===== config.mk =====
export PLATFORM = sky130hd
export DESIGN_NAME = tcr_config_bank
export DESIGN_NICKNAME = d
export VERILOG_FILES = /design/src/tcr_pkg.sv /design/src/tcr_config_bank.sv
export SDC_FILE = /design/constraint.sdc
export NUM_CORES = 1
export LEC_CHECK = 0
export ABC_AREA = 1
export BUFFER_PORTS_ARGS = -buffer_cell sky130_fd_sc_hd__buf_2
export CORE_MARGIN = 3
export CORE_UTILIZATION = 30
export DETAILED_ROUTE_END_ITERATION = 12
export SETUP_SLACK_MARGIN = 0.2
export SLEW_MARGIN = 10
export SYNTH_ARGS = -nofsm -noshare
export SYNTH_HDL_FRONTEND = slang
export SYNTH_SLANG_ARGS = --single-unit

===== constraint.sdc =====
create_clock -name sys_clk_i -period 7.5 [get_ports sys_clk_i]
set_input_delay 0.75 -clock sys_clk_i [delete_from_list [all_inputs] [get_ports sys_clk_i]]
set_output_delay 0.75 -clock sys_clk_i [all_outputs]
set_load 0.02 [all_outputs]

===== src/tcr_pkg.sv =====
/*
 * tcr_pkg: constants, field layouts and carrier types for the transceiver
 * configuration bank (registers one to four).
 * assumes: one 50 MHz system clock; serial pins already synchronous.
 */
package tcr_pkg;
    // ------------------------------------------------------------------
    // serial word layout
    // ------------------------------------------------------------------
    localparam int WORD_W      = 24;   // serial word length
    localparam int BIT_CFG     = 23;   // configuration word marker
    localparam int BIT_RST     = 22;   // reset-to-defaults request
    localparam int BIT_WEN     = 21;   // write enable marker
    localparam int ADDR_HI     = 20;   // address field top
    localparam int ADDR_LO     = 16;   // address field bottom
    localparam int DATA_W      = 16;   // register data width
    localparam int ADDR_W      = 5;    // address field width
    // register addresses
    localparam logic [4:0] ADDR_CLK_TX = 5'h01;
    localparam logic [4:0] ADDR_SWITCH = 5'h02;
    localparam logic [4:0] ADDR_PLLOFS = 5'h03;
    localparam logic [4:0] ADDR_DEVIAT = 5'h04;
    // reset values
    localparam logic [15:0] RST_CLK_TX = 16'h8080;
    localparam logic [15:0] RST_SWITCH = 16'h4080;
    localparam logic [15:0] RST_PLLOFS = 16'h0086;
    localparam logic [7:0]  RST_DEV_LO = 8'h00;
    // deviation power-on values by rate
    localparam logic [7:0] DEV_RATE0 = 8'h38;
    localparam logic [7:0] DEV_RATE1 = 8'h45;
    localparam logic [7:0] DEV_RATE2 = 8'h5D;
    localparam logic [7:0] DEV_RATE3 = 8'h60;
    localparam logic [7:0] DEV_RATE4 = 8'h50;
    localparam logic [7:0] DEV_UNDEF = 8'h00;
    // regulator code that must never be stored
    localparam logic [1:0] REG_CODE_BAD = 2'h1;
    // sequencer delay unit
    localparam int UNIT_NS      = 1000;  // one delay step, ns
    localparam int CLK_NS       = 20;    // system clock period, ns
    localparam int UNIT_CYCLES  = (UNIT_NS + CLK_NS - 1) / CLK_NS;
    localparam int TICK_W       = 8;

    // ------------------------------------------------------------------
    // decoded configuration fields
    // ------------------------------------------------------------------
    typedef struct packed {
        logic [3:0] recovered_clock_delay_code;
        logic       recovered_clock_delay_enable;
        logic [2:0] pa_bias_code;
        logic       signal_strength_mask;
        logic       amplifier_before_switch;
        logic       tx_sample_edge_select;
        logic       tx_data_invert;
        logic       skip_oscillator_recal;
        logic       sync_word_one_error_allow;
        logic [1:0] regulator_voltage_code;
        logic       analog_output_select;
        logic [4:0] amp_on_to_switch_delay;
        logic [1:0] amp_off_to_switch_delay;
        logic [5:0] receive_to_transmit_delay;
        logic [3:0] divider_integer_offset;
        logic [7:0] deviation_value;
    } tcr_cfg_type;

    // serial pins
    typedef struct packed {
        logic sclk;   // shift clock, data taken on its rise
        logic sdata;  // data, msb first
        logic latch;  // rise ends a word
    } tcr_serial_type;
endpackage


===== src/tcr_config_bank.sv =====
/*
 * tcr_config_bank: serial-written configuration registers one to four
 * and the small pieces of logic they steer directly.
 * assumes: serial pins and tx data synchronous to sys_clk_i; the rate
 * selection comes from register zero, held elsewhere.
 */
//
// Contract
// 4-bit recovered clock delay code, default 8
// enable bit applies delay; default off
// pa bias code, codes 3/4 equal
// mask rssi until pll tuned, default on
// pa-first bit orders pa versus switch
// edge bit picks tx sample edge
// polarity bit inverts tx data
// skip bit drops oscillator recalibration only
// tolerance bit allows one sync error
// regulator code; code 1 never stored
// select bit picks analog or digital out
// 5-bit pa-on to switch delay
// 2-bit pa-off to switch delay, default 2
// 6-bit receive to transmit delay
// 4-bit divider integer offset, default 8
// 8-bit deviation in upper byte
// deviation default follows rate at reset
// controller writes recommended values
// word: bit23, bit21 set, address, data
// controller writes only while chip inactive
// bit 22 reloads all defaults
// controller writes reserved fields at defaults
`timescale 1ns/1ps
module tcr_config_bank #(
    parameter int UNIT_CYC = tcr_pkg::UNIT_CYCLES  // cycles per delay step
) (
    // clock and reset
    input  wire logic                   sys_clk_i,
    input  wire logic                   rst_i,
    // serial control pins
    input  wire tcr_pkg::tcr_serial_type ser_i,
    input  wire logic                   chip_active_input_i,
    input  wire logic [2:0]             rate_sel_i,
    // status from analog side
    input  wire logic                   pll_tuned_i,
    input  wire logic                   ref_clk_i,
    input  wire logic                   tx_data_i,
    input  wire logic                   tx_req_i,
    // configuration out
    output tcr_pkg::tcr_cfg_type        cfg_o,
    output logic [3:0]                  clk_delay_applied_o,
    output logic [2:0]                  pa_bias_level_o,
    output logic                        rssi_enable_o,
    output logic                        tx_filter_data_o,
    output logic                        vco_recal_en_o,
    output logic                        if_recal_en_o,
    output logic                        uw_max_errors_o,
    output logic                        analog_out_en_o,
    output logic                        digital_out_en_o,
    output logic                        pa_on_o,
    output logic                        tr_switch_tx_o
);
    import tcr_pkg::*;

    // ------------------------------------------------------------------
    // helpers
    // ------------------------------------------------------------------
    // deviation default by rate selection
    function automatic logic [7:0] dev_default(input logic [2:0] r);
        case (r)
            3'h0:    dev_default = DEV_RATE0;
            3'h1:    dev_default = DEV_RATE1;
            3'h2:    dev_default = DEV_RATE2;
            3'h3:    dev_default = DEV_RATE3;
            3'h4:    dev_default = DEV_RATE4;
            default: dev_default = DEV_UNDEF;
        endcase
    endfunction

    // ------------------------------------------------------------------
    // serial shifter
    // ------------------------------------------------------------------
    logic [WORD_W-1:0] shift;      // incoming word
    logic              sclk_q;     // previous shift clock
    logic              latch_q;    // previous latch
    logic              word_done;  // latch rise
    logic [ADDR_W-1:0] waddr;      // decoded address
    logic              is_write;   // valid register write
    logic              is_reset;   // defaults request

    // shift msb first on shift clock rise
    always_ff @(posedge sys_clk_i or posedge rst_i)
    begin
        if (rst_i)
        begin
            shift   <= '0;
            sclk_q  <= 1'b0;
            latch_q <= 1'b0;
        end
        else
        begin
            sclk_q  <= ser_i.sclk;
            latch_q <= ser_i.latch;
            if (ser_i.sclk && !sclk_q)
                shift <= {shift[WORD_W-2:0], ser_i.sdata};
        end
    end

    assign word_done = ser_i.latch && !latch_q;
    assign waddr     = shift[ADDR_HI:ADDR_LO];
    // configuration word, standby only
    assign is_reset  = word_done && shift[BIT_CFG] && shift[BIT_RST]
                       && !chip_active_input_i;
    assign is_write  = word_done && shift[BIT_CFG] && shift[BIT_WEN]
                       && !shift[BIT_RST] && !chip_active_input_i;

    // ------------------------------------------------------------------
    // register storage
    // ------------------------------------------------------------------
    logic [DATA_W-1:0] reg_clk_tx;   // clock recovery and tx control
    logic [DATA_W-1:0] reg_switch;   // output select and switch delays
    logic [DATA_W-1:0] reg_pllofs;   // pll integer offset
    logic [DATA_W-1:0] reg_deviat;   // modulation deviation
    logic              dev_pending;  // deviation default still to load

    // deviation takes rate default after any reset
    always_ff @(posedge sys_clk_i or posedge rst_i)
    begin
        if (rst_i)
            dev_pending <= 1'b1;
        else
            dev_pending <= is_reset;
    end

    // register writes; a reset word reloads defaults
    always_ff @(posedge sys_clk_i or posedge rst_i)
    begin
        if (rst_i)
        begin
            reg_clk_tx <= RST_CLK_TX;
            reg_switch <= RST_SWITCH;
            reg_pllofs <= RST_PLLOFS;
            reg_deviat <= '0;
        end
        else if (is_reset)
        begin
            reg_clk_tx <= RST_CLK_TX;
            reg_switch <= RST_SWITCH;
            reg_pllofs <= RST_PLLOFS;
        end
        else if (dev_pending)
            reg_deviat <= {dev_default(rate_sel_i), RST_DEV_LO};
        else if (is_write)
        begin
            case (waddr)
                ADDR_CLK_TX:
                begin
                    reg_clk_tx[15:2] <= shift[15:2];
                    // forbidden regulator code keeps old value
                    if (shift[1:0] != REG_CODE_BAD)
                        reg_clk_tx[1:0] <= shift[1:0];
                end
                ADDR_SWITCH: reg_switch <= shift[15:0];
                ADDR_PLLOFS: reg_pllofs <= shift[15:0];
                ADDR_DEVIAT: reg_deviat <= shift[15:0];
                default:     ;                          // other addresses
            endcase
        end
    end

    // ------------------------------------------------------------------
    // field decode
    // ------------------------------------------------------------------
    always_comb
    begin
        cfg_o.recovered_clock_delay_code   = reg_clk_tx[15:12];
        cfg_o.recovered_clock_delay_enable = reg_clk_tx[11];
        cfg_o.pa_bias_code                 = reg_clk_tx[10:8];
        cfg_o.signal_strength_mask         = reg_clk_tx[7];
        cfg_o.amplifier_before_switch      = reg_clk_tx[6];
        cfg_o.tx_sample_edge_select        = reg_clk_tx[5];
        cfg_o.tx_data_invert               = reg_clk_tx[4];
        cfg_o.skip_oscillator_recal        = reg_clk_tx[3];
        cfg_o.sync_word_one_error_allow    = reg_clk_tx[2];
        cfg_o.regulator_voltage_code       = reg_clk_tx[1:0];
        cfg_o.analog_output_select         = reg_switch[13];
        cfg_o.amp_on_to_switch_delay       = reg_switch[12:8];
        cfg_o.amp_off_to_switch_delay      = reg_switch[7:6];
        cfg_o.receive_to_transmit_delay    = reg_switch[5:0];
        cfg_o.divider_integer_offset       = reg_pllofs[7:4];
        cfg_o.deviation_value              = reg_deviat[15:8];
    end

    // delay applied only when enabled
    assign clk_delay_applied_o = cfg_o.recovered_clock_delay_enable
                                 ? cfg_o.recovered_clock_delay_code
                                 : 4'h0;
    // monotonic bias level, codes 3 and 4 merge
    assign pa_bias_level_o = (cfg_o.pa_bias_code > 3'h3)
                             ? cfg_o.pa_bias_code - 3'h1
                             : cfg_o.pa_bias_code;
    assign rssi_enable_o    = !cfg_o.signal_strength_mask
                              || pll_tuned_i;
    assign vco_recal_en_o   = !cfg_o.skip_oscillator_recal;
    assign if_recal_en_o    = 1'b1;
    assign uw_max_errors_o  = cfg_o.sync_word_one_error_allow;
    assign analog_out_en_o  = cfg_o.analog_output_select;
    assign digital_out_en_o = !cfg_o.analog_output_select;

    // ------------------------------------------------------------------
    // tx data capture on chosen reference edge
    // ------------------------------------------------------------------
    logic ref_q;     // previous reference level
    logic ref_edge;  // selected edge seen

    assign ref_edge = cfg_o.tx_sample_edge_select
                      ? (!ref_clk_i && ref_q)
                      : (ref_clk_i && !ref_q);

    // sample and optionally invert tx data
    always_ff @(posedge sys_clk_i or posedge rst_i)
    begin
        if (rst_i)
        begin
            ref_q            <= 1'b0;
            tx_filter_data_o <= 1'b0;
        end
        else
        begin
            ref_q <= ref_clk_i;
            if (ref_edge)
                tx_filter_data_o <= tx_data_i ^ cfg_o.tx_data_invert;
        end
    end

    // ------------------------------------------------------------------
    // pa and switch sequencer
    // ------------------------------------------------------------------
    typedef enum logic [2:0] {
        SEQ_IDLE, SEQ_RX2TX, SEQ_GAP, SEQ_ON, SEQ_OFF
    } tcr_seq_type;

    tcr_seq_type       seq;      // sequencer state
    logic [TICK_W-1:0] tick;     // cycles within one step
    logic [5:0]        steps;    // steps elapsed
    logic              step_p;   // one-step pulse

    assign step_p = (tick == TICK_W'(UNIT_CYC - 1));

    // step divider, held clear in idle and on states, restarts after each step
    always_ff @(posedge sys_clk_i or posedge rst_i)
    begin
        if (rst_i)
            tick <= '0;
        else if (step_p || seq == SEQ_IDLE || seq == SEQ_ON)
            tick <= '0;
        else
            tick <= tick + 1'b1;
    end

    // state, step counter and outputs
    always_ff @(posedge sys_clk_i or posedge rst_i)
    begin
        if (rst_i)
        begin
            seq            <= SEQ_IDLE;
            steps          <= '0;
            pa_on_o        <= 1'b0;
            tr_switch_tx_o <= 1'b0;
        end
        else
        begin
            case (seq)
                SEQ_IDLE:
                    if (tx_req_i)
                    begin
                        seq   <= SEQ_RX2TX;
                        steps <= '0;
                    end
                // wait receive to transmit delay
                SEQ_RX2TX:
                    if (steps == cfg_o.receive_to_transmit_delay)
                    begin
                        seq   <= SEQ_GAP;
                        steps <= '0;
                        if (cfg_o.amplifier_before_switch)
                            pa_on_o <= 1'b1;
                        else
                            tr_switch_tx_o <= 1'b1;
                    end
                    else if (step_p)
                        steps <= steps + 1'b1;
                // gap between pa and switch change
                SEQ_GAP:
                    if (steps == {1'b0, cfg_o.amp_on_to_switch_delay})
                    begin
                        seq            <= SEQ_ON;
                        pa_on_o        <= 1'b1;
                        tr_switch_tx_o <= 1'b1;
                    end
                    else if (step_p)
                        steps <= steps + 1'b1;
                SEQ_ON:
                    if (!tx_req_i)
                    begin
                        seq     <= SEQ_OFF;
                        steps   <= '0;
                        pa_on_o <= 1'b0;
                    end
                // pa off, then switch back after delay
                SEQ_OFF:
                    if (steps == {4'h0, cfg_o.amp_off_to_switch_delay})
                    begin
                        seq            <= SEQ_IDLE;
                        tr_switch_tx_o <= 1'b0;
                    end
                    else if (step_p)
                        steps <= steps + 1'b1;
                default: seq <= SEQ_IDLE;
            endcase
        end
    end

    // ------------------------------------------------------------------
    // checks
    // ------------------------------------------------------------------
    property p_write_lands;
        @(posedge sys_clk_i) disable iff (rst_i)
        (is_write && waddr == ADDR_SWITCH && !dev_pending)
        |=> reg_switch == $past(shift[15:0]);
    endproperty
    a_write_lands: assert property (p_write_lands)
        else $error("register two write lost");

    property p_active_blocks;
        @(posedge sys_clk_i) disable iff (rst_i)
        (word_done && chip_active_input_i)
        |=> $stable(reg_clk_tx) && $stable(reg_switch)
            && $stable(reg_pllofs) && $stable(reg_deviat);
    endproperty
    a_active_blocks: assert property (p_active_blocks)
        else $error("write taken while chip active");

    property p_reset_word;
        @(posedge sys_clk_i) disable iff (rst_i)
        is_reset |=> (reg_clk_tx == RST_CLK_TX && reg_pllofs == RST_PLLOFS)
                     ##1 (cfg_o.deviation_value
                          == dev_default($past(rate_sel_i)));
    endproperty
    a_reset_word: assert property (p_reset_word)
        else $error("reset word defaults wrong");

    property p_bad_reg_code;
        @(posedge sys_clk_i) disable iff (rst_i)
        cfg_o.regulator_voltage_code != REG_CODE_BAD;
    endproperty
    a_bad_reg_code: assert property (p_bad_reg_code)
        else $error("invalid regulator code stored");

    property p_rssi_mask;
        @(posedge sys_clk_i) disable iff (rst_i)
        (cfg_o.signal_strength_mask && !pll_tuned_i) |-> !rssi_enable_o;
    endproperty
    a_rssi_mask: assert property (p_rssi_mask)
        else $error("rssi open during pll tuning");

    property p_tx_invert;
        @(posedge sys_clk_i) disable iff (rst_i)
        ref_edge |=> tx_filter_data_o ==
                     ($past(tx_data_i) ^ $past(cfg_o.tx_data_invert));
    endproperty
    a_tx_invert: assert property (p_tx_invert)
        else $error("tx data capture wrong");

    property p_order;
        @(posedge sys_clk_i) disable iff (rst_i)
        (seq == SEQ_GAP && $changed(seq))
        |-> (pa_on_o == cfg_o.amplifier_before_switch)
            && (tr_switch_tx_o != cfg_o.amplifier_before_switch);
    endproperty
    a_order: assert property (p_order)
        else $error("pa and switch order wrong");

    property p_bias_merge;
        @(posedge sys_clk_i) disable iff (rst_i)
        (cfg_o.pa_bias_code == 3'h3 || cfg_o.pa_bias_code == 3'h4)
        |-> pa_bias_level_o == 3'h3;
    endproperty
    a_bias_merge: assert property (p_bias_merge)
        else $error("bias codes three and four differ");

    property p_delay_gate;
        @(posedge sys_clk_i) disable iff (rst_i)
        !cfg_o.recovered_clock_delay_enable |-> clk_delay_applied_o == 4'h0;
    endproperty
    a_delay_gate: assert property (p_delay_gate)
        else $error("delay applied while disabled");

endmodule // tcr_config_bank


==> results.json <==
{
  "run_status": "completed",
  "setup_tns_ns": 0,
  "dpl.hpwl_mm": 8.30,
  "crit_chain": "ha_1 > nor3_1 > or2_2 > xor2_1 > buf_2",
  "die_height_um": 130,
  "drc": 0,
  "synth_top_cell_by_area": "dfrtp_1",
  "drive_above_1_share_pct": 19.7,
  "maxSlewViolCount": 0,
  "synthCells": 589,
  "finalCritPeriodShare_pct": 31.8,
  "htree_levels": 3,
  "cap_violations": 0,
  "grt_setup_unrepaired": "no",
  "min_path_type": "input pin to async pin",
  "r2r_cells": 7,
  "ant_nets": 0,
  "final.min_clock_period_ns": 2.39,
  "max_clock_freq_mhz": 419,
  "grt-busiest-layer": "met2",
  "grt_start_max_net_pins": 57,
  "crit_cells": 5,
  "whs_ns": 0.469,
  "syn-cell-area_mm2": 0.00463,
  "num_antenna_cells": 0,
  "critPathRequiredTime_ns": 6.75,
  "use_met2_pct": 20.9,
  "fillerInstances": 1552,
  "placedCellCount": 824,
  "drt-wirelength-per-cell_um": 13.6,
  "post_cts_resized": 0,
  "numCtsBuffers": 9,
  "layout_common_cells": "nand2_1 (187), dfrtp_1 (85), buf_2 (69)",
  "port_buffers": 69,
  "die_w_um": 130,
  "slowest_delay_ns": 0.41,
  "cts_sinks": 90,
  "post_cts_buffers": 0,
  "met1_usage_pct": 20.4,
  "root_buffer": "clkbuf_16",
  "fin_skew_ns": 0.00680,
  "yosys.area.top_type_share_pct": 45.9,
  "area_growth_pct": 16.0,
  "clk_path_buf_depth": 2,
  "hold_buffers": 0,
  "syn_nets": 607,
  "endpoint_kind": "primary output",
  "pin_count": 71,
  "num_rows": 44,
  "vias": 3863,
  "globalplace.congestion": 0.818,
  "drt-vias-per-instance": 4.60,
  "crit_fanout": 4,
  "critPathSlowestCell": "dfrtp_1",
  "cts_tree": "yes",
  "ys_ff_latch": 90,
  "initial_core_util_pct": 31.3,
  "clock_latency_ns": 0.34,
  "worst-path-buf-inv": 1,
  "crit_family": "flip-flops",
  "final_cells": 840,
  "synth_area_leaders": "dfrtp_1 (46%), nand2_1 (15%), o21ai_0 (5.6%)",
  "dieArea_mm2": 0.0170,
  "grt_antenna_before_repair": 0,
  "crit_type": "flip-flop to primary output",
  "core_area_mm2": 0.0148,
  "syn_avg_cell_area_um2": 7.87,
  "final_nets": 669,
  "relSlewSlack_pct": 52.2,
  "cp-start-kind": "flip-flop",
  "peakVddDrop_uv": 131,
  "final_common_cell": "nand2_1",
  "setup_viol": 0,
  "ys_warn_count": 0,
  "hold_violations": 0,
  "cp_data_arrival_time_ns": 1.64,
  "p_leak_nw": 2.85,
  "r2r_slack_ns": 5.44,
  "first_pass_iters": 4,
  "worstMarginPinSlew_ns": 0.716,
  "power.density_mw_per_mm2": 325,
  "grt_pass1_wl_mm": 18.8,
  "rr_startpoint": "shift[23]",
  "grt_pass1_vias": 3663,
  "use_met3_pct": 3.77,
  "grt_use_total_pct": 14.1,
  "wirelength_mm": 11.4,
  "synth_cell_type_count": 40,
  "path_clk_slew_ns": 0.07,
  "reg2reg_to": "reg_clk_tx[1]",
  "grt_overflow": 0,
  "yosysSeqAreaShare_pct": 48.7,
  "drt_iter0_drc": 180
}
cell type report:
type,instances,area (µm²),area share (%)
repair buffers,71,360,6.70
inverters,74,279,5.19
well taps,184,230,4.28
flip-flops and latches,90,2260,42.0
multi-input cells,405,1960,36.4
clock buffers,11,233,4.33
clock inverters,5,56.3,1.05
cell families after synthesis:
| logic type | share of synthesized area (%) |
|---|---|
| AND/OR/NAND/NOR | 29.5 |
| buffers and inverters | 8.99 |
| flip-flops | 48.7 |
| AO/OA/AOI/OAI | 9.69 |
| XOR/XNOR | 1.70 |
| adder cells (fa/ha/maj) | 1.35 |
| other | 0.0809 |
synthesized netlist by cell type, drive strengths merged:
master and n:
dfrtp 85, and3 1, o22ai 2, xnor2 4, conb 1, nand2 193
clkbuf 5, buf 15, nor3 6, nand3 41, o21ai 62, nor3b 1
or2 2, ha 5, a21oi 14, nor2 56, o31ai 1, nand3b 1
xor2 5, a22oi 1, dfstp 5, nand4 8, o211ai 1, inv 74
sequential cells by signal (all words and copies together) (netlist names):
signal            cells
dev_pending           1
latch_q               1
pa_on_o               1
ref_q                 1
reg_clk_tx           16
reg_deviat            8
reg_pllofs            4
reg_switch           14
sclk_q                1
seq                   3
shift                24
steps                 6
tick                  8
tr_switch_tx_o        1
tx_filter_data_o      1
worst max-delay path by stage:
stage	start	end	slack (ns)
floorplan	rst_i	latch_q	4.42
global placement	ser_i[0]	reg_clk_tx[1]	5.01
detailed placement	ser_i[0]	reg_clk_tx[0]	4.95
CTS	reg_clk_tx[8]	pa_bias_level_o[0]	5.08
global route	reg_clk_tx[8]	pa_bias_level_o[0]	4.93
finish	reg_clk_tx[8]	pa_bias_level_o[0]	5.11
stage by stage:
| step | area (µm²) | util [%] | worst slack, ns | power (mW) |
|---|---|---|---|---|
| global route | 5380 | 36.3 | 4.93 | 1.87 |
| floorplan | 4630 | - | 4.42 | 1.11 |
| CTS | 5380 | 36.3 | 5.08 | 1.77 |
| global placement | 5090 | 34.4 | 5.01 | 1.30 |
| finish | 5380 | 36.3 | 5.11 | 1.75 |
| detailed placement | 5090 | 34.4 | 4.95 | 1.31 |
power breakdown:
group	internal, mW	total [mW]	switching [mW]
combinational	0.193	0.599	0.405
sequential	0.597	0.697	0.0999
clock	0.258	0.450	0.191
metal layers:
metal	vias to the layer above	routed length, µm
met5	-	0
met4	0	89
met3	6	580
met2	74	5010
met1	1813	5720
li1	1970	-
(Power assumes the default switching activity.)
